`config.mk`:
```
export PLATFORM = sky130hd
export DESIGN_NAME = gpio_io_voltage_control
export DESIGN_NICKNAME = d
export VERILOG_FILES = /design/src/gpio_io_pkg.sv /design/src/pin0_source_mux.sv /design/src/gpio_io_voltage_control.sv
export SDC_FILE = /design/constraint.sdc
export NUM_CORES = 1
export LEC_CHECK = 0
export BUFFER_PORTS_ARGS = -buffer_cell sky130_fd_sc_hd__buf_2
export CAP_MARGIN = 15
export CORE_MARGIN = 5
export CORE_UTILIZATION = 45
export CTS_CLUSTER_SIZE = 10
export DETAILED_ROUTE_END_ITERATION = 6
export MAX_ROUTING_LAYER = met4
export PLACE_DENSITY = 0.76
export REMOVE_ABC_BUFFERS = 1
export SLEW_MARGIN = 20
export SYNTH_ARGS = -nofsm -noshare
export SYNTH_HDL_FRONTEND = slang
export SYNTH_HIERARCHICAL = 1
export SYNTH_SLANG_ARGS = --single-unit
```
`constraint.sdc`:
```
create_clock -name pclk -period 4.6 [get_ports pclk]
set_clock_uncertainty 0.05 [all_clocks]
set_input_delay 0.23 -clock pclk [delete_from_list [all_inputs] [get_ports pclk]]
set_output_delay 0.23 -clock pclk [all_outputs]
set_load 0.05 [all_outputs]
```
`src/gpio_io_pkg.sv`:
```
// Purpose: Shared constants and carrier types of the pin and I/O supply block.
// Assumes: APB with 32-bit data; register index = byte address / 4.
// Notes:   Registers are 8 bits wide and sit in the low byte lane.
package gpio_io_pkg;

  // Register indices; the byte address is four times the index
  localparam logic [9:0] IDX_RX_PORT_CONTROL  = 10'h00C;
  localparam logic [9:0] IDX_IO_VOLTAGE       = 10'h00D;
  localparam logic [9:0] IDX_PIN_LEVEL_STATUS = 10'h00E;
  localparam logic [9:0] IDX_PIN_INPUT_ENABLE = 10'h00F;
  localparam logic [9:0] IDX_PIN0_OUTPUT      = 10'h010;

  // Reset values
  localparam logic [3:0] RST_RX_PORT_ENABLE   = 4'hF;
  localparam logic [7:0] RST_PIN_INPUT_ENABLE = 8'hFF;
  localparam logic [3:0] IO_VOLTAGE_LOW_BITS  = 4'h9;  // Read-only low nibble

  // Field positions of the I/O voltage register
  localparam int IO_HIGH_SEL_BIT   = 7;
  localparam int IO_OVERRIDE_BIT   = 6;
  localparam int IO_MODE_LSB       = 4;

  // Field positions of the pin 0 output register
  localparam int PIN0_ENABLE_BIT   = 0;
  localparam int PIN0_LEVEL_BIT    = 1;
  localparam int PIN0_SOURCE_LSB   = 2;
  localparam int PIN0_SELECT_LSB   = 5;

  // Supply mode codes
  localparam logic [1:0] MODE_LOW_VOLT  = 2'h0;  // 1.8 V
  localparam logic [1:0] MODE_HIGH_VOLT = 2'h3;  // 3.3 V

  // Pin 0 source codes; 000 to 011 are the receive ports
  localparam logic [2:0] SRC_DEVICE   = 3'h4;
  localparam logic [2:0] SRC_RESERVED = 3'h5;
  localparam logic [2:0] SRC_TX0      = 3'h6;
  localparam logic [2:0] SRC_TX1      = 3'h7;

  // Select codes per source kind
  localparam logic [2:0] RXSEL_LOCK   = 3'h4;
  localparam logic [2:0] RXSEL_PASS   = 3'h5;
  localparam logic [2:0] RXSEL_FRAME  = 3'h6;
  localparam logic [2:0] RXSEL_LINE   = 3'h7;
  localparam logic [2:0] DEVSEL_VALUE = 3'h0;
  localparam logic [2:0] DEVSEL_LOCK  = 3'h1;
  localparam logic [2:0] DEVSEL_PASSA = 3'h2;
  localparam logic [2:0] DEVSEL_PASSB = 3'h3;
  localparam logic [2:0] DEVSEL_SYNC  = 3'h4;
  localparam logic [2:0] TXSEL_PASS_AND = 3'h0;
  localparam logic [2:0] TXSEL_PASS_OR  = 3'h1;
  localparam logic [2:0] TXSEL_FRAME    = 3'h2;
  localparam logic [2:0] TXSEL_LINE     = 3'h3;
  localparam logic [2:0] TXSEL_SYNCED   = 3'h4;
  localparam logic [2:0] TXSEL_INTR     = 3'h5;

  // Status of one receive port
  typedef struct packed {
    logic [3:0] remote_pins;
    logic       lock;
    logic       pass;
    logic       frame_valid;
    logic       line_valid;
  } rx_status_type;

  // Status of one video transmit port, with the receive ports it draws on
  typedef struct packed {
    logic [3:0] rx_select;
    logic       frame_valid;
    logic       line_valid;
    logic       synchronized;
    logic       interrupt;
  } tx_status_type;

endpackage

```
`src/pin0_source_mux.sv`:
```
// Purpose: Picks the pin 0 level from receive ports, device status or transmit ports.
// Assumes: All status inputs are on the register clock.
// Notes:   Purely combinational; reserved codes give a low level.
`timescale 1ns/100ps
`default_nettype none
module pin0_source_mux
  import gpio_io_pkg::*;
(
  input  wire logic                source,
  input  wire logic          [2:0] signal_select,
  input  wire logic                software_level,
  input  wire logic          [3:0] port_enable,
  input  wire rx_status_type [3:0] rx_status,
  input  wire logic                frame_sync_signal,
  input  wire tx_status_type [1:0] tx_status,
  input  wire logic          [2:0] source_code,
  output logic                     level
);

  // Per-port lock and pass gathered into vectors
  logic [3:0] lock_vec;
  logic [3:0] pass_vec;
  for (genvar i = 0; i < 4; i++) begin : g_port
    assign lock_vec[i] = rx_status[i].lock;
    assign pass_vec[i] = rx_status[i].pass;
  end

  // Empty enable set gives pass high, lock low
  wire           lock_any  = |(lock_vec & port_enable);
  wire           pass_all  = &(pass_vec | ~port_enable);
  wire rx_status_type rx_sel = rx_status[source_code[1:0]];
  wire tx_status_type tx_sel = tx_status[source_code[0]];
  wire           tx_and    = &(pass_vec | ~tx_sel.rx_select);
  wire           tx_or     = |(pass_vec & tx_sel.rx_select);

  // Receive port selection
  wire rx_level =
      (signal_select[2] == 1'b0)       ? rx_sel.remote_pins[signal_select[1:0]] :
      (signal_select == RXSEL_LOCK)    ? rx_sel.lock :
      (signal_select == RXSEL_PASS)    ? rx_sel.pass :
      (signal_select == RXSEL_FRAME)   ? rx_sel.frame_valid :
                                         rx_sel.line_valid;

  // Device status selection; both pass codes give the same AND
  wire dev_level =
      (signal_select == DEVSEL_VALUE)  ? software_level :
      (signal_select == DEVSEL_LOCK)   ? lock_any :
      (signal_select == DEVSEL_PASSA)  ? pass_all :
      (signal_select == DEVSEL_PASSB)  ? pass_all :
      (signal_select == DEVSEL_SYNC)   ? frame_sync_signal : 1'b0;

  // Transmit port selection; codes 110 and 111 are unlisted and treated as reserved
  wire tx_level =
      (signal_select == TXSEL_PASS_AND) ? tx_and :
      (signal_select == TXSEL_PASS_OR)  ? tx_or :
      (signal_select == TXSEL_FRAME)    ? tx_sel.frame_valid :
      (signal_select == TXSEL_LINE)     ? tx_sel.line_valid :
      (signal_select == TXSEL_SYNCED)   ? tx_sel.synchronized :
      (signal_select == TXSEL_INTR)     ? tx_sel.interrupt : 1'b0;

  // Source selection; the level stays low while the driver is off
  assign level = !source                         ? 1'b0 :
                 (source_code[2] == 1'b0)        ? rx_level :
                 (source_code == SRC_DEVICE)     ? dev_level :
                 (source_code == SRC_RESERVED)   ? 1'b0 : tx_level;

endmodule
`default_nettype wire

```
`src/gpio_io_voltage_control.sv`:
```
// Purpose: APB register block for I/O supply level control and general-purpose pins.
// Assumes: pclk at 200 MHz; pins and the detected level are asynchronous.
// Notes:   Receive and transmit status arrive on pclk from neighbouring logic.
//
// Added by the designer: the APB register port.
`timescale 1ns/100ps
`default_nettype none
module gpio_io_voltage_control
  import gpio_io_pkg::*;
(
  input  wire logic                pclk,
  input  wire logic                presetn,
  input  wire logic                psel,
  input  wire logic                penable,
  input  wire logic                pwrite,
  input  wire logic         [11:0] paddr,
  input  wire logic         [31:0] pwdata,
  output logic              [31:0] prdata,
  output logic                     pready,
  output logic                     pslverr,
  input  wire logic          [7:0] pin_in,
  input  wire logic                io_level_detect,
  input  wire rx_status_type [3:0] rx_status,
  input  wire logic                frame_sync_signal,
  input  wire tx_status_type [1:0] tx_status,
  output logic                     pin0_out,
  output logic                     pin0_oe,
  output logic                     io_supply_high,
  output logic               [1:0] io_supply_mode,
  output logic               [3:0] receive_port_enable
);

  // Index decode for the error answer; the read mux compares the indices itself
  function automatic logic is_mapped(input logic [9:0] idx);
    is_mapped = (idx == IDX_RX_PORT_CONTROL) || (idx == IDX_IO_VOLTAGE) ||
                (idx == IDX_PIN_LEVEL_STATUS) || (idx == IDX_PIN_INPUT_ENABLE) ||
                (idx == IDX_PIN0_OUTPUT);
  endfunction

  // Software-held fields and the registered pin level status
  logic       high_voltage_io_select;
  logic       supply_detect_override;
  logic [1:0] supply_mode_written;
  logic [7:0] pin_input_enables;
  logic [2:0] pin0_signal_select;
  logic [2:0] pin0_source_select;
  logic       pin0_software_level;
  logic       pin0_drive_enable;
  logic [7:0] pin_level_bits;
  logic [3:0] port_enable_bits;

  // Synchronisers for the asynchronous inputs
  // Only the second flop is read, so a metastable level never reaches the status
  logic [7:0] pin_meta;
  logic [7:0] pin_sync;
  logic       detect_meta;
  logic       detect_sync;

  always_ff @(posedge pclk or negedge presetn) begin
    if (!presetn) begin
      pin_meta    <= 8'h00;
      pin_sync    <= 8'h00;
      detect_meta <= 1'b0;
      detect_sync <= 1'b0;
    end else begin
      pin_meta    <= pin_in;
      pin_sync    <= pin_meta;
      detect_meta <= io_level_detect;
      detect_sync <= detect_meta;
    end
  end

  // Bus decode; a request completes at the edge where pready is seen high
  wire [9:0] reg_index    = paddr[11:2];
  wire       access_phase = psel & penable;
  wire       next_pready  = access_phase & ~pready;
  wire       complete     = access_phase & pready;
  wire       wr_commit    = complete & pwrite;
  wire       wr_io        = wr_commit & (reg_index == IDX_IO_VOLTAGE);
  wire       wr_in_en     = wr_commit & (reg_index == IDX_PIN_INPUT_ENABLE);
  wire       wr_pin0      = wr_commit & (reg_index == IDX_PIN0_OUTPUT);
  wire       wr_rx_ctl    = wr_commit & (reg_index == IDX_RX_PORT_CONTROL);

  // Effective supply controls: detected level unless software overrides
  // A change of the detected level reaches the supply outputs three edges later
  wire       next_high = supply_detect_override ? high_voltage_io_select
                                                : detect_sync;
  wire [1:0] next_mode = supply_detect_override ? supply_mode_written
                         : (detect_sync ? MODE_HIGH_VOLT : MODE_LOW_VOLT);

  // Reads of the voltage register show the effective values
  wire [7:0] io_read   = {next_high, supply_detect_override, next_mode,
                          IO_VOLTAGE_LOW_BITS};
  wire [7:0] pin0_read = {pin0_signal_select, pin0_source_select,
                          pin0_software_level, pin0_drive_enable};

  // Read mux; unmapped indices read zero
  wire [7:0] read_byte =
      (reg_index == IDX_RX_PORT_CONTROL)  ? {4'h0, port_enable_bits} :
      (reg_index == IDX_IO_VOLTAGE)       ? io_read :
      (reg_index == IDX_PIN_LEVEL_STATUS) ? pin_level_bits :
      (reg_index == IDX_PIN_INPUT_ENABLE) ? pin_input_enables :
      (reg_index == IDX_PIN0_OUTPUT)      ? pin0_read : 8'h00;

  // One wait state, so read data is settled before the master samples it
  always_ff @(posedge pclk or negedge presetn) begin
    if (!presetn) begin
      pready  <= 1'b0;
      pslverr <= 1'b0;
      prdata  <= 32'h0000_0000;
    end else begin
      pready  <= next_pready;
      pslverr <= next_pready & ~is_mapped(reg_index);
      prdata  <= (next_pready & ~pwrite) ? {24'h00_0000, read_byte} : 32'h0000_0000;
    end
  end

  // I/O voltage register fields
  always_ff @(posedge pclk or negedge presetn) begin
    if (!presetn) begin
      high_voltage_io_select <= 1'b0;
      supply_detect_override <= 1'b0;
      supply_mode_written    <= MODE_LOW_VOLT;
    end else if (wr_io) begin
      high_voltage_io_select <= pwdata[IO_HIGH_SEL_BIT];
      supply_detect_override <= pwdata[IO_OVERRIDE_BIT];
      supply_mode_written    <= pwdata[IO_MODE_LSB +: 2];
    end
  end

  // Input enables and receive port enables
  always_ff @(posedge pclk or negedge presetn) begin
    if (!presetn) begin
      pin_input_enables <= RST_PIN_INPUT_ENABLE;
      port_enable_bits  <= RST_RX_PORT_ENABLE;
    end else begin
      if (wr_in_en) pin_input_enables <= pwdata[7:0];
      if (wr_rx_ctl) port_enable_bits <= pwdata[3:0];
    end
  end

  // Pin 0 output control fields
  always_ff @(posedge pclk or negedge presetn) begin
    if (!presetn) begin
      pin0_signal_select  <= 3'h0;
      pin0_source_select  <= 3'h0;
      pin0_software_level <= 1'b0;
      pin0_drive_enable   <= 1'b0;
    end else if (wr_pin0) begin
      pin0_signal_select  <= pwdata[PIN0_SELECT_LSB +: 3];
      pin0_source_select  <= pwdata[PIN0_SOURCE_LSB +: 3];
      pin0_software_level <= pwdata[PIN0_LEVEL_BIT];
      pin0_drive_enable   <= pwdata[PIN0_ENABLE_BIT];
    end
  end

  // Live pin status; a disabled input path reads low
  always_ff @(posedge pclk or negedge presetn) begin
    if (!presetn) begin
      pin_level_bits <= 8'h00;
    end else begin
      pin_level_bits <= pin_sync & pin_input_enables;
    end
  end

  // Pin 0 level selection
  logic mux_level;
  pin0_source_mux u_mux (
    .source            (pin0_drive_enable),
    .signal_select     (pin0_signal_select),
    .software_level    (pin0_software_level),
    .port_enable       (port_enable_bits),
    .rx_status         (rx_status),
    .frame_sync_signal (frame_sync_signal),
    .tx_status         (tx_status),
    .source_code       (pin0_source_select),
    .level             (mux_level)
  );

  // Registered pin and supply outputs; data is forced low while undriven
  always_ff @(posedge pclk or negedge presetn) begin
    if (!presetn) begin
      pin0_out            <= 1'b0;
      pin0_oe             <= 1'b0;
      io_supply_high      <= 1'b0;
      io_supply_mode      <= MODE_LOW_VOLT;
      receive_port_enable <= RST_RX_PORT_ENABLE;
    end else begin
      pin0_out            <= pin0_drive_enable & mux_level;
      pin0_oe             <= pin0_drive_enable;
      io_supply_high      <= next_high;
      io_supply_mode      <= next_mode;
      receive_port_enable <= port_enable_bits;
    end
  end

  // Helper vectors for the combination checks
  logic [3:0] lock_seen;
  logic [3:0] pass_seen;
  for (genvar k = 0; k < 4; k++) begin : g_chk
    assign lock_seen[k] = rx_status[k].lock;
    assign pass_seen[k] = rx_status[k].pass;
  end
endmodule
`default_nettype wire

```
# --- Word-level counts from Yosys, hierarchy flattened ---
# Index checks and enable logic that the tools add are counted.
word_totals:
  register_bits: 69
  inputBits: 107
  out_inout_bits: 43
  word_cells: 102
op_classes:
  magnitude_cmp: 3
  eq_ne: 13
  n_mux: 34
  bitwise: 21
  n_reduce_logical: 9
op_table:
  columns: ["operator", "n"]
  rows:
  - ["$mux 8", 9]
  - ["$eq 10x4->1 const B", 4]
  - ["$mux 1", 21]
  - ["$bmux 8 s2", 1]
  - ["$eq 3x3->1 const B", 5]
  - ["$and 1x1->1", 11]
  - ["$eq 10x5->1 const B", 1]
  - ["$and 4x4->4", 2]
  - ["$and 8x8->8", 1]
  - ["$not 4->4", 2]
  - ["$or 4x4->4", 2]
  - ["$reduce_and 4->1", 2]
  - ["$reduce_or 4->1", 2]
  - ["$eq 3x2->1 const B", 2]
  - ["$lt 2x3->1 const B", 2]
  - ["$logic_or 1x1->1", 4]
  - ["$mux 2", 2]
  - ["$eq 3x1->1 const B", 1]
  - ["$logic_not 3->1", 1]
  - ["$not 1->1", 3]
  - ["$bmux 1 s2", 1]
  - ["$lt 1x2->1 const B", 1]

# --- Logic depth before layout (Yosys ltp) ---
# Gate-level depths: netlist (run 1).
depth:
  word_depth: 13
  depth_mapped: 9
  ltp_nobuf: 7

# --- By module ---
# Netlist (run 1), hierarchy kept.
modules_own_cells:
  columns: ["mod", "n_inst", "cells_per_inst", "area_per_inst_um2"]
  rows:
  - ["gpio_io_voltage_control", 1, 215, 2939.1]
  - ["pin0_source_mux", 1, 62, 638.1]

# --- Worst setup path before layout (run 1) ---
# Ideal clock, no wire load.
synth_timing:
  kind: "reg-to-reg"
  start: "reg pin0_source_select[1]"
  end: "reg pin0_out"
  setup_time_ns: 0.119
  arrival_time_ns: 1.763
  required_ns: 4.431
  setup_slack_ns: 2.668
  stages_incl_launch_ff: 9
  synth_period_minus_slack_ns: 1.932
  path_cell_list: "dfrtp_1 > buf_6 > mux4_2 > nor2b_4 > a211oi_2 > a21oi_2 > o31ai_4 > nor3_2 > and2_1"
synth_between:
  elab_chain_len: 9
  word_cells_on_any_way: 15
synth_lines:
  columns: ["item", "line", "source"]
  rows:
  - ["start: declaration", "gpio_io_voltage_control.sv:46", "logic [2:0] pin0_source_select;"]
  - ["start signal: assignment", "gpio_io_voltage_control.sv:151", "pin0_source_select <= pwdata[PIN0_SOURCE_LSB +: 3];"]
  - ["$bmux 8 s2", "pin0_source_mux.sv:31", "wire rx_status_type rx_sel = rx_status[source_code[1:0]];"]
  - ["$mux 8 (implied by the code)", "pin0_source_mux.sv:31", null]
  - ["$mux 1", "pin0_source_mux.sv:41", "(signal_select == RXSEL_FRAME) ? rx_sel.frame_valid :"]
  - ["$mux 1", "pin0_source_mux.sv:40", "(signal_select == RXSEL_PASS) ? rx_sel.pass :"]
  - ["$mux 1", "pin0_source_mux.sv:39", "(signal_select == RXSEL_LOCK) ? rx_sel.lock :"]
  - ["$mux 1", "pin0_source_mux.sv:38", "(signal_select[2] == 1'b0) ? rx_sel.remote_pins[signal_select[1:0]] :"]
  - ["$mux 1 (*)", "pin0_source_mux.sv:63", "(source_code[2] == 1'b0) ? rx_level :"]
  - ["$mux 1 (*)", "pin0_source_mux.sv:62", "assign level = !source ? 1'b0 :"]
  - ["named net mux_level", "gpio_io_voltage_control.sv:167", "logic mux_level;"]
  - ["$and 1x1->1 (*)", "gpio_io_voltage_control.sv:189", "pin0_out <= pin0_drive_enable & mux_level;"]
  - ["end signal: assignment", "gpio_io_voltage_control.sv:189", null]
  - ["end: declaration", "gpio_io_voltage_control.sv:26", "output logic pin0_out,"]
# Mark *: on every way through the listed nets, which the timed path passes. The rest lies on a longest branch. The select of a mux whose other input is x is not followed.
# A chain may end at the register's enable or synchronous reset.

# --- Worst setup path after layout (run 1) ---
# Same ends and word-level chain as after synthesis.

==> metrics.md, run 1 <==
| Metric | Value |
|---|---|
| Status | `finished clean` |
| Count of pins over their slew limit | `0` |
| Sw Ratio | `24.3%` |
| Worst skew pair latency | `0.34 ns` |
| Adder and majority gate portion of the synthesized area | `0%` |
| Top-area cell type share of the netlist area | `37.1%` |
| Complex-gate fraction of the synthesized area | `9.76%` |
| Sequential power share | `45.8%` |
| Die width | `99.2 microns` |
| Post-CTS Setup Bufs | `0` |
| Fraction of registers with async set or reset after synthesis | `100%` |
| Hold Buf Count CTS | `9` |
| DR iter-0 viols | `153` |
| HPWL after DPL | `6320 microns` |
| P&R area growth vs syn | `21.1%` |
| Worst EP required | `4.79 ns` |
| Max_cap viols | `0` |
| Largest family of logic cells by synthesized area | `multiplexers` |
| Critical-path top delay cell | `dfrtp_1` |
| Initial Util | `46.3%` |
| Worst min path class | `in -> async` |
| Vias in the first global route | `2,599` |
| Largest net degree at the start of global routing | `70` |
| Slew headroom | `42.9%` |
| CTS H-tree lvls | `3` |
| Fillcell total | `648` |
| Nets@finish | `492` |
| Setup crit start kind | `flip-flop` |
| PortBufs | `99` |
| Final wirelength | `8340 microns` |
| Power Density | `313 nW/um^2` |
| Worst stage delay on the critical path | `0.71 ns` |
| Xor-xnor portion of the synthesized cell area | `0%` |
| Die Area | `9830 sq um` |
| Site Rows | `32` |
| Clock root cell | `clkbuf_8` |
| Sw Pwr | `330 uW` |
| Cell count after synthesis | `277` |
| Mux cell area share after synthesis | `18.5%` |
| Total track usage | `17.8%` |
| Fraction of layout cells with a size suffix above 1 | `45.9%` |
| WL/cell | `16.9 microns` |
| CP cell instances | `mux4_1 > nor2b_1 > a211oi_1 > a21oi_1 > nor3b_1 > nor3_2 > and2_1` |
| DR vias | `2,546` |
| Diodes inserted | `0` |
| Synth Warn # | `6` |
| Synth top area cells | `dfrtp_1 37%, dfstp_2 12%, mux2_2 6.3%` |
| CTS Buf Count | `9` |
| Synth cell types | `62` |
| Synthesized cell area | `3580 sq um` |
| Fin. Hold Viols | `0` |
| Max clock buf depth | `2` |
| Worst reg2reg setup slack | `2.20 ns` |
| Fin crit share | `52.2%` |
| Ys flop type | `dfrtp_1` |
| GPL Wtd Cong | `0.858` |
| PostCTS Resize Cnt | `0` |
| Final ANT Viol Nets | `0` |
| Setup Viol. Count Final | `0` |
| Slew @ Worst Pin | `0.856 ns` |
| Congestion Overflow GR | `0` |
| Clock-pin slew on the worst setup and hold paths | `0.08 ns` |
| Initial antenna violation count | `0` |
| Die Y | `99.2 microns` |
| RSZ-0062 raised after global routing | `no` |
| Flops & latches, synth | `69` |
| Crit path max fanout | `13` |
| Final Core Density | `56.1%` |
| DRC errors left | `0` |
| Tot Pwr | `1.36 mW` |
| Vias per inst | `5.17` |
| Post-synth top area cell | `dfrtp_1` |
| Combinational share of power | `11.1%` |
| First-pass GRT wire length | `13,400 microns` |
| CTS Sinks | `69` |
| Max VDD drop | `0.174 mV` |
| Core footprint | `7730 sq um` |
| Final min period | `2.40 ns` |
| Setup TNS | `0 ns` |
| CTS tree | `built` |
| Sequential share of the synthesized area | `48.8%` |
| Number of flops mapped to enable cells by yosys | `0` |
| Post-synthesis simple-gate area fraction | `14.1%` |
| Crit. End Element | `flip-flop` |
| Critical setup path kind | `reg -> reg` |
| Io pins | `150` |
| Worst EP arrival | `2.59 ns` |
| Syn_area_per_cell | `12.9 sq um` |
| Int Pwr | `1.03 mW` |
| Clock power share | `43.1%` |
| Lkg Pwr | `2.04 nW` |
| Max Freq | `416 MHz` |
| DR pass1 iterations | `4` |
## cell usage after synthesis (3+ instances only)
cell and count:
dfrtp_1 53, buf_4 25, mux2_2 20, dfstp_2 16
nand2_1 14, and2_1 10, mux2i_1 9, a21oi_1 8
mux2_4 8, a211oi_1 7, nand4_1 7, inv_1 6
mux4_1 6, nor2_1 6, nand3_1 5, a22oi_1 4
nor2b_1 4, o22ai_1 4, a21o_1 3, and3_1 3
buf_6 3, mux4_2 3, nand2b_1 3, o21ai_0 3
## state kept, by name, indices dropped and copies added, names as in the netlist, 2 cells and up
name	count
pin_level_bits	8
pin_meta	8
pin0_source_select	3
pin_sync	8
io_supply_mode	2
port_enable_bits	4
pin0_signal_select	3
pin_input_enables	8
supply_mode_written	2
prdata	8
receive_port_enable	4
## logic make-up after synthesis
kind of cell,after synthesis
simple gates,75
buf+inv,41
compound gates,45
flops,69
mux,46
other cells,1
## layout by cell type, fill, tap and decap left out, types with 3 or more instances in the layout
cell type,count
nand3_1,5
mux4_2,3
nor2b_1,4
mux2_2,20
dfrtp_1,53
buf_2,99
mux2_4,8
and2_1,10
conb_1,24
nand4_1,7
a211oi_1,7
a21o_1,3
clkbuf_8,9
mux2i_1,9
nand2_1,14
bufinv_16,3
and3_1,3
nor2_1,6
inv_1,6
o22ai_1,4
a22oi_1,4
dlygate4sd3_1,9
nand2b_1,3
mux4_1,6
o21ai_0,3
dfstp_2,16
a21oi_1,8
## per-stage QoR
stage               area [sq um]  worst slack, ns  hold slack (ns)  std cells
CTS                         4330             2.15           0.0384        492
detailed placement          4000             2.16            0.285        467
global route                4330             1.98           0.0942        492
floorplan                   3370             2.45           -0.116        265
finish                      4330             2.20          0.00363        492
global placement            4000             2.21            0.283        467
## critical path, delay by kind of cell, from the launching register on
kind / cells / cell delay, ns
AO/OA/AOI/OAI: 2 / 0.30
flip-flops: 1 / 0.71
AND/OR/NAND/NOR: 4 / 0.61
multiplexers: 1 / 0.63
## area by class of cell
| class | count | area (sq um) | share of cell area [%] |
|---|---|---|---|
| Clock buffer | 10 | 128 | 2.95 |
| Clock inverter | 6 | 113 | 2.60 |
| Inverter | 6 | 22.5 | 0.520 |
| Multi-Input combinational cell | 190 | 1600 | 37.0 |
| Sequential cell | 69 | 1750 | 40.3 |
| Tap cell | 102 | 128 | 2.95 |
| Timing Repair Buffer | 109 | 593 | 13.7 |
## routing by layer
| layer | part of all wire (%) | GRT usage (%) | routed length [microns] |
|---|---|---|---|
| met1 | 39 | 22.0 | 3270 |
| met2 | 50 | 28.4 | 4190 |
| met3 | 8.8 | 4.56 | 737 |
| met4 | 1.6 | 6.30 | 137 |
| met5 | 0 | - | 0 |
## power by group through the flow
stage / sequential, mW / clock (mW) / combinational (mW)
floorplan: 0.640 / 0 / 0.0702
global placement: 0.632 / 0 / 0.143
detailed placement: 0.632 / 0 / 0.146
CTS: 0.621 / 0.599 / 0.151
global route: 0.622 / 0.625 / 0.163
finish: 0.621 / 0.584 / 0.151
## path summary, 6_finish.rpt
| kind | from | endpoint | depth (start not counted) |
|---|---|---|---|
| setup / recovery | pin0_source_select[1] | pin0_out | 7 |
| hold / removal | presetn | io_supply_mode[0] | 2 |
| setup reg to reg | pin0_source_select[1] | pin0_out | 7 |
| hold reg to reg | pin_meta[6] | pin_sync[6] | 0 |
| max in group asynchronous | presetn | detect_sync | 2 |
| min in group pclk | penable | pready | 3 |
No activity file was read; power rests on OpenSTA's default activity.
==> run 2, diff against run 1 <==
--- a/config.mk
+++ b/config.mk
@@ -5,14 +5,15 @@
 export SDC_FILE = /design/constraint.sdc
 export NUM_CORES = 1
 export LEC_CHECK = 0
+export ABC_AREA = 1
 export BUFFER_PORTS_ARGS = -buffer_cell sky130_fd_sc_hd__buf_2
 export CAP_MARGIN = 15
 export CORE_MARGIN = 5
-export CORE_UTILIZATION = 45
+export CORE_UTILIZATION = 44
 export CTS_CLUSTER_SIZE = 10
 export DETAILED_ROUTE_END_ITERATION = 6
 export MAX_ROUTING_LAYER = met4
-export PLACE_DENSITY = 0.76
+export PLACE_DENSITY = 0.77
 export REMOVE_ABC_BUFFERS = 1
 export SLEW_MARGIN = 20
 export SYNTH_ARGS = -nofsm -noshare
==> constraint.sdc (replaced) <==
create_clock -name pclk -period 2.1 [get_ports pclk]
set_clock_uncertainty 0.05 [all_clocks]
set_input_delay 0.105 -clock pclk [delete_from_list [all_inputs] [get_ports pclk]]
set_output_delay 0.105 -clock pclk [all_outputs]
set_load 0.05 [all_outputs]
==> run 2 against run 1 <==
Non-clock buffer count grew 9. Worst hold slack gained 0.014 ns. Design area grew 5.5%. Critical endpoint unchanged.
==> metrics.md, run 2 <==
| Metric | Value |
|---|---|
| Leading cell type in the layout, fill and taps excluded | `nand2_1` |
| Sequential share of the synthesized area | `46.5% (-2.4 points)` |
| CTS tree | `built` |
| Worst EP required | `2.29 ns (-2.50 ns)` |
| Crit. End Element | `flip-flop` |
| Final ANT Viol Nets | `0 (unchanged)` |
| HPWL after DPL | `7090 microns (+12%)` |
| Largest family of logic cells by synthesized area | `simple AND/OR/NAND/NOR gates` |
| DR vias | `3,286 (+29%)` |
| Die Area | `10,500 sq um (+6.7%)` |
| Diodes inserted | `0 (unchanged)` |
| P&R area growth vs syn | `21.6%` |
| Number of flops mapped to enable cells by yosys | `0 (unchanged)` |
| DP Cell Count | `681 (+46%)` |
| Crit path max-delay family | `simple AND/OR/NAND/NOR gates` |
| Xor-xnor portion of the synthesized cell area | `0% (unchanged)` |
| Count leader, synth | `nand2_1` |
| CP cell instances | `inv_2 > nor2_2 > nand2_1 > nand3_1 > nor2_1 > nor2_1 > nand2_1 > nand2_1 > nand2_1 > nand2_1 > nor2_2 > nand2_1 > inv_1` |
| Tot Pwr | `2.68 mW (+98%)` |
| Clock-pin slew on the worst setup and hold paths | `0.07 ns (about the same)` |
| Worst skew pair latency | `0.34 ns (about the same)` |
| Status | `finished clean` |
| Final min period | `1.85 ns (-0.550 ns)` |
| Synth top area cells | `dfrtp_1 35%, nand2_1 15%, dfstp_2 11%` |
| Congestion Overflow GR | `0 (unchanged)` |
| Fraction of registers with async set or reset after synthesis | `100% (unchanged)` |
| Worst stage delay on the critical path | `0.52 ns (-0.19 ns)` |
| First-pass GRT wire length | `14,100 microns (+5.9%)` |
| Multi-input gate area | `1560 sq um (-2.5%)` |
| Fin crit share | `88.3% (+36 points)` |
| WL/cell | `12.4 microns (-27%)` |
| Final worst slack | `0.246 ns (-1.95 ns)` |
| Clock root cell | `clkbuf_8` |
| Die Y | `102 microns (+3.3%)` |
| Setup crit start kind | `flip-flop` |
| Syn_area_per_cell | `7.83 sq um (-39%)` |
| Io pins | `150 (unchanged)` |
| Core footprint | `8260 sq um (+6.9%)` |
| Worst min path class | `in -> reg` |
| Buffers plus inverters on the worst setup path | `2 (+2)` |
| DR pass1 iterations | `5 (+1)` |
| Max_cap viols | `0 (unchanged)` |
| Critical setup path kind | `reg -> reg` |
| Synth cell count leaders | `151 x nand2_1, 68 x inv_1, 53 x dfrtp_1` |
| Lkg Pwr | `2.51 nW (+23%)` |
| Synthesized cell area | `3760 sq um (+5.1%)` |
| Die width | `102 microns (+3.3%)` |
| CTS Buf Count | `9 (unchanged)` |
| Crit path max fanout | `19 (+6)` |
| RSZ-0062 raised after global routing | `no` |
| Worst EP arrival | `2.05 ns (-0.54 ns)` |
| Top-area cell type share of the netlist area | `35.3% (-1.8 points)` |
| Initial Util | `45.5% (-0.78 points)` |
| CTS Sinks | `69 (unchanged)` |
| Adder and majority gate portion of the synthesized area | `0% (unchanged)` |
| Post-synth top area cell | `dfrtp_1` |
| Setup Viol. Count Final | `0 (unchanged)` |
| FF/Latch Area | `1750 sq um (unchanged)` |
| Setup TNS | `0 ns (unchanged)` |
| Most used cell, CP | `nand2_1` |
| Critical-path top delay cell | `dfrtp_1` |
| Post-CTS Setup Bufs | `0 (unchanged)` |
| Ys flop type | `dfrtp_1` |
| Final wirelength | `8840 microns (+6.1%)` |
| Total track usage | `17.8% (+0.038 points)` |
| Count of pins over their slew limit | `0 (unchanged)` |
| Fillcell total | `777 (+20%)` |
| CTS H-tree lvls | `3 (unchanged)` |
| DR iter-0 viols | `173 (+13%)` |
| Complex-gate fraction of the synthesized area | `8.52% (-1.2 points)` |
| Fin. Hold Viols | `0 (unchanged)` |
| Max clock buf depth | `2 (unchanged)` |
| Nets@finish | `708 (+44%)` |
| Initial antenna violation count | `0 (unchanged)` |
| DRC errors left | `0 (unchanged)` |
| Mux cell area share after synthesis | `0% (-18 points)` |
| GPL Wtd Cong | `0.895 (+4.2%)` |
| Cell count after synthesis | `480 (+73%)` |
| Power Density | `587 nW/um^2 (+87%)` |
| PortBufs | `99 (unchanged)` |
| Most frequent cells in the layout | `151 x nand2_1, 99 x buf_2, 68 x inv_1, 53 x dfrtp_1, 32 x nand3_1` |
| Post-synthesis simple-gate area fraction | `30.7% (+17 points)` |
| Final instance count without filler cells | `711 (+45%)` |
| DP Worst Slack | `0.259 ns (-1.90 ns)` |
| Max VDD drop | `0.487 mV (+180%)` |
| Max Freq | `540 MHz (+30%)` |
| Fraction of layout cells with a size suffix above 1 | `29.2% (-17 points)` |
| Synth cell types | `28 (-55%)` |
| Synth Warn # | `6 (unchanged)` |
| Flops & latches, synth | `69 (unchanged)` |
| Vias in the first global route | `3,260 (+25%)` |
| Largest net degree at the start of global routing | `25 (-64%)` |
| Site Rows | `33 (+3.1%)` |
| Vias per inst | `4.62 (-11%)` |
==> run 2: power breakdown <==
group / leakage [nW] / internal [mW] / total, mW / switching (mW)
Clock: 0.0937 / 0.525 / 0.972 / 0.447
Combinational: 1.56 / 0.105 / 0.349 / 0.243
Sequential: 0.855 / 1.35 / 1.36 / 0.00694
Total: 2.51 / 1.98 / 2.68 / 0.697
==> run 2: cell families (layout without fill, tap and decap cells) <==
family                 after synthesis  count (layout)
AO/OA/AOI/OAI                       53              53
buffers and inverters              104             207
flip-flops                          69              69
other                                1              24
AND/OR/NAND/NOR                    253             253
==> run 2: timing repair <==
action / CTS / global route
resized for setup: 0 / 0
hold buffers: 14 / 0
endpoints found under the setup margin: 0 / 0
endpoints found under the hold margin: 34 / 0
==> run 2: layout make-up <==
type | count | area share, %
Sequential cell | 69 | 38.2
Multi-Input combinational cell | 330 | 34.2
Timing Repair Buffer | 118 | 14.7
Inverter | 73 | 6.02
Clock buffer | 15 | 3.86
Tap cell | 105 | 2.87
Clock inverter | 1 | 0.109
==> run 2: worst reg2reg max path, stage by stage, from the launching register on <==
cell,delay [ns]
dfrtp_1,0.52
inv_2,0.23
nor2_2,0.27
nand2_1,0.08
nand3_1,0.08
nor2_1,0.04
nor2_1,0.13
nand2_1,0.06
nand2_1,0.05
nand2_1,0.05
nand2_1,0.07
nor2_2,0.03
nand2_1,0.05
inv_1,0.03
==> run 2: path summary, 6_finish.rpt <==
kind                       cells past startpoint             startpoint              endpoint  slack [ns]
max                                           13  pin0_source_select[0]              pin0_out        0.25
min in group asynchronous                      2                presetn           pin_meta[4]        0.19
min                                            3              pwdata[5]  pin_input_enables[5]        0.02
max in group asynchronous                      3                presetn  pin_input_enables[3]        1.08
max reg2reg                                   13  pin0_source_select[0]              pin0_out        0.25
min reg2reg                                    0            pin_meta[5]           pin_sync[5]        0.30
==> run 2: per-layer routing <==
layer / vias up / global-route usage (%) / routed length [microns]
met3: 22 / 3.48 / 830
met2: 126 / 29.1 / 4120
met5: - / - / 0
met1: 1458 / 20.8 / 3640
li1: 1680 / - / -
met4: 0 / 9.18 / 253
==> run 2: metrics by stage <==
stage / hold slack, ns / instance area [sq um] / util (%)
after floorplan: -0.241 / 3580 / -
after CTS: 0.00202 / 4570 / 55.3
after global placement: 0.0382 / 4250 / 51.5
final: 0.0176 / 4570 / 55.3
after global routing: 0.0318 / 4570 / 55.3
after detailed placement: 0.0385 / 4250 / 51.5
==> run 3, diff against run 2 <==
--- a/config.mk
+++ b/config.mk
@@ -9,14 +9,13 @@
 export BUFFER_PORTS_ARGS = -buffer_cell sky130_fd_sc_hd__buf_2
 export CAP_MARGIN = 15
 export CORE_MARGIN = 5
-export CORE_UTILIZATION = 44
+export CORE_UTILIZATION = 43
 export CTS_CLUSTER_SIZE = 10
 export DETAILED_ROUTE_END_ITERATION = 6
 export MAX_ROUTING_LAYER = met4
-export PLACE_DENSITY = 0.77
+export PLACE_DENSITY = 0.76
 export REMOVE_ABC_BUFFERS = 1
 export SLEW_MARGIN = 20
 export SYNTH_ARGS = -nofsm -noshare
 export SYNTH_HDL_FRONTEND = slang
-export SYNTH_HIERARCHICAL = 1
 export SYNTH_SLANG_ARGS = --single-unit
==> run 3 against run 2 <==
Utilization down 0.23 points. Sequential power is essentially flat. Final cell count is 3.0% lower. Register-to-register slack gained 0.14 ns. Die area fell by 3.3%. First-iteration DRC count down 14%. Global-route usage down 0.35 points. Power up 8.6%.
==> metrics.md, run 3 <==
| Metric | Value |
|---|---|
| GPL Wtd Cong | `0.917 (+2.5%)` |
| Final Core Density | `55.1% (-0.23 points)` |
| Most frequent cells in the layout | `160 x nand2_1, 99 x buf_2, 56 x inv_1, 53 x dfrtp_1, 39 x nor2_1` |
| P&R area growth vs syn | `26.7%` |
| Fin crit share | `81.5% (-6.8 points)` |
| Tot Pwr | `2.91 mW (+8.6%)` |
| CTS Sinks | `69 (unchanged)` |
| PostCTS Resize Cnt | `0 (unchanged)` |
| CTS Buf Count | `9 (unchanged)` |
| Die Area | `10,100 sq um (-3.3%)` |
| Top-area cell type share of the netlist area | `37.5% (+2.2 points)` |
| Worst min path class | `in -> reg` |
| CTS H-tree lvls | `3 (unchanged)` |
| Crit path max fanout | `18 (-1)` |
| CTS tree | `built` |
| Max Freq | `584 MHz (+8.3%)` |
| Syn_area_per_cell | `7.76 sq um (-0.90%)` |
| Synth top area cells | `dfrtp_1 37%, nand2_1 17%, dfstp_2 12%` |
| Initial antenna violation count | `0 (unchanged)` |
| Initial Util | `43.5% (-2.0 points)` |
| DR vias | `3,179 (-3.3%)` |
| Vias in the first global route | `2,906 (-11%)` |
| Leading cell type in the layout, fill and taps excluded | `nand2_1` |
| Fillcell total | `771 (-0.77%)` |
| Max VDD drop | `0.479 mV (-1.7%)` |
| Lkg Pwr | `2.42 nW (-3.5%)` |
| Synth cell count leaders | `160 x nand2_1, 56 x inv_1, 53 x dfrtp_1` |
| Vias per inst | `4.61 (-0.31%)` |
| Synth Warn # | `0 (-6)` |
| Diodes inserted | `0 (unchanged)` |
| Final ANT Viol Nets | `0 (unchanged)` |
| Ys flop type | `dfrtp_1` |
| Site Rows | `33 (unchanged)` |
| Core footprint | `8130 sq um (-1.5%)` |
| Number of flops mapped to enable cells by yosys | `0 (unchanged)` |
| Largest net degree at the start of global routing | `35 (+40%)` |
| Setup TNS | `0 ns (unchanged)` |
| Die Y | `101 microns (-1.7%)` |
| Fraction of registers with async set or reset after synthesis | `100% (unchanged)` |
| Final min period | `1.71 ns (-0.142 ns)` |
| Count of pins over their slew limit | `0 (unchanged)` |
| Total track usage | `17.5% (-0.35 points)` |
| Flops & latches, synth | `69 (unchanged)` |
| Hold_ws | `0.0337 ns (+0.0162 ns)` |
| Congestion Overflow GR | `0 (unchanged)` |
| Synth cell types | `33 (+18%)` |
| Status | `finished clean` |
| Worst EP arrival | `1.90 ns (-0.15 ns)` |
| Critical setup path kind | `reg -> reg` |
| Crit. End Element | `flip-flop` |
| WL/cell | `12.2 microns (-1.8%)` |
| Final wirelength | `8420 microns (-4.7%)` |
| Setup crit start kind | `flip-flop` |
| Io pins | `150 (unchanged)` |
| Synthesized cell area | `3540 sq um (-5.9%)` |
| Nets@finish | `687 (-3.0%)` |
| DRC errors left | `0 (unchanged)` |
| DR iter-0 viols | `148 (-14%)` |
| Post-CTS Setup Bufs | `0 (unchanged)` |
| Cells on Worst Hold Path | `4 (+1)` |
| First-pass GRT wire length | `13,300 microns (-5.7%)` |
| Worst skew pair latency | `0.35 ns (about the same)` |
| Cell count after synthesis | `456 (-5.0%)` |
| Slew headroom | `50.4%` |
| Slew @ Worst Pin | `0.744 ns` |
| Setup Viol. Count Final | `0 (unchanged)` |
| Post-synth top area cell | `dfrtp_1` |
| Die width | `101 microns (-1.7%)` |
| Power Density | `650 nW/um^2 (+11%)` |
| HPWL after DPL | `6580 microns (-7.1%)` |
| Clock root cell | `clkbuf_8` |
| Sequential share of the synthesized area | `49.4% (+2.9 points)` |
| Fraction of layout cells with a size suffix above 1 | `27.4% (-1.9 points)` |
| DR pass1 iterations | `5 (unchanged)` |
| Worst EP required | `2.29 ns (about the same)` |
| Max clock buf depth | `2 (unchanged)` |
| Worst r2r path cells | `11 (-2)` |
| RSZ-0062 raised after global routing | `no` |
| Count leader, synth | `nand2_1` |
| Fin. Hold Viols | `0 (unchanged)` |
| PortBufs | `99 (unchanged)` |
| Clock-pin slew on the worst setup and hold paths | `0.07 ns (about the same)` |
| Max_cap viols | `0 (unchanged)` |
run 3: changes by cell type after synthesis, sizes merged, moves of 3 or more:
cell,change
nor3,-3
o21bai,-4
o21ai,-3
inv,-13
o211ai,+4
or2,+3
nand3,-14
nor2,+3
nand4,-6
run 3: through the flow:
stage          setup slack (ns)  instances  instance area [sq um]
2_1_floorplan             0.327        448                   3400
3_3_place_gp              0.454        657                   4080
3_5_place_dp              0.397        657                   4080
4_1_cts                   0.388        688                   4460
5_1_grt                   0.192        690                   4480
6_report                  0.388        690                   4480
run 3: path summary, 6_finish.rpt:
path                            slack, ns                end                   from
worst max-delay path                 0.39           pin0_out  pin0_source_select[0]
worst min-delay path                 0.03          prdata[3]                 pwrite
worst max register to register       0.39           pin0_out  pin0_source_select[0]
worst min register to register       0.30        pin_sync[2]            pin_meta[2]
max in group asynchronous            1.05        pin_meta[1]                presetn
min in group asynchronous            0.32  io_supply_mode[1]                presetn
run 3: cell families (layout without fill, tap and decap cells):
| group | count (synthesis) | count (layout) | share of synthesized area, % |
|---|---|---|---|
| AO/OA/AOI/OAI | 55 | 55 | 9.09 |
| buffers and inverters | 91 | 197 | 12.6 |
| flip-flops | 69 | 69 | 49.4 |
| other | 1 | 24 | 0.106 |
| AND/OR/NAND/NOR | 240 | 240 | 28.9 |
run 3: what timing repair did:
item,CTS,global route
endpoints found under the hold margin,30,2
setup endpoints to repair,0,0
hold buffers,15,2
run 3: per-layer routing:
| metal | vias to the layer above | global-route usage [%] | wire length (microns) | part of all wire, % |
|---|---|---|---|---|
| met4 | 0 | 6.01 | 143 | 1.7 |
| met3 | 15 | 4.57 | 697 | 8.3 |
| met1 | 1447 | 21.1 | 3540 | 42 |
| met2 | 110 | 28.4 | 4040 | 48 |
| met5 | - | - | 0 | 0 |
| li1 | 1607 | - | - | - |
run 3: layout make-up:
class | count | area, sq um | area share (%)
clock inverter | 6 | 93.8 | 2.09
sequential | 69 | 1750 | 39.0
multi-input combinational | 319 | 1430 | 32.0
tap | 105 | 131 | 2.93
clock buffer | 10 | 138 | 3.07
timing repair buffer | 121 | 716 | 16.0
inverter | 60 | 225 | 5.02
run 3: worst max-delay path, cell delays in order (launching register included):
cell and delay (ns):
dfrtp_1 0.48, inv_2 0.19, nor2_1 0.32, nand2_1 0.08, nand3_1 0.08, nor2_1 0.05
nor2_1 0.10, nand2_1 0.05, nand2_1 0.05, nand3_1 0.06, nand2_1 0.05, nor2_1 0.04
run 3: power by group:
| group | internal (mW) | switching (mW) |
|---|---|---|
| combinational | 0.106 | 0.227 |
| clock | 0.708 | 0.511 |
| sequential | 1.35 | 0.00699 |
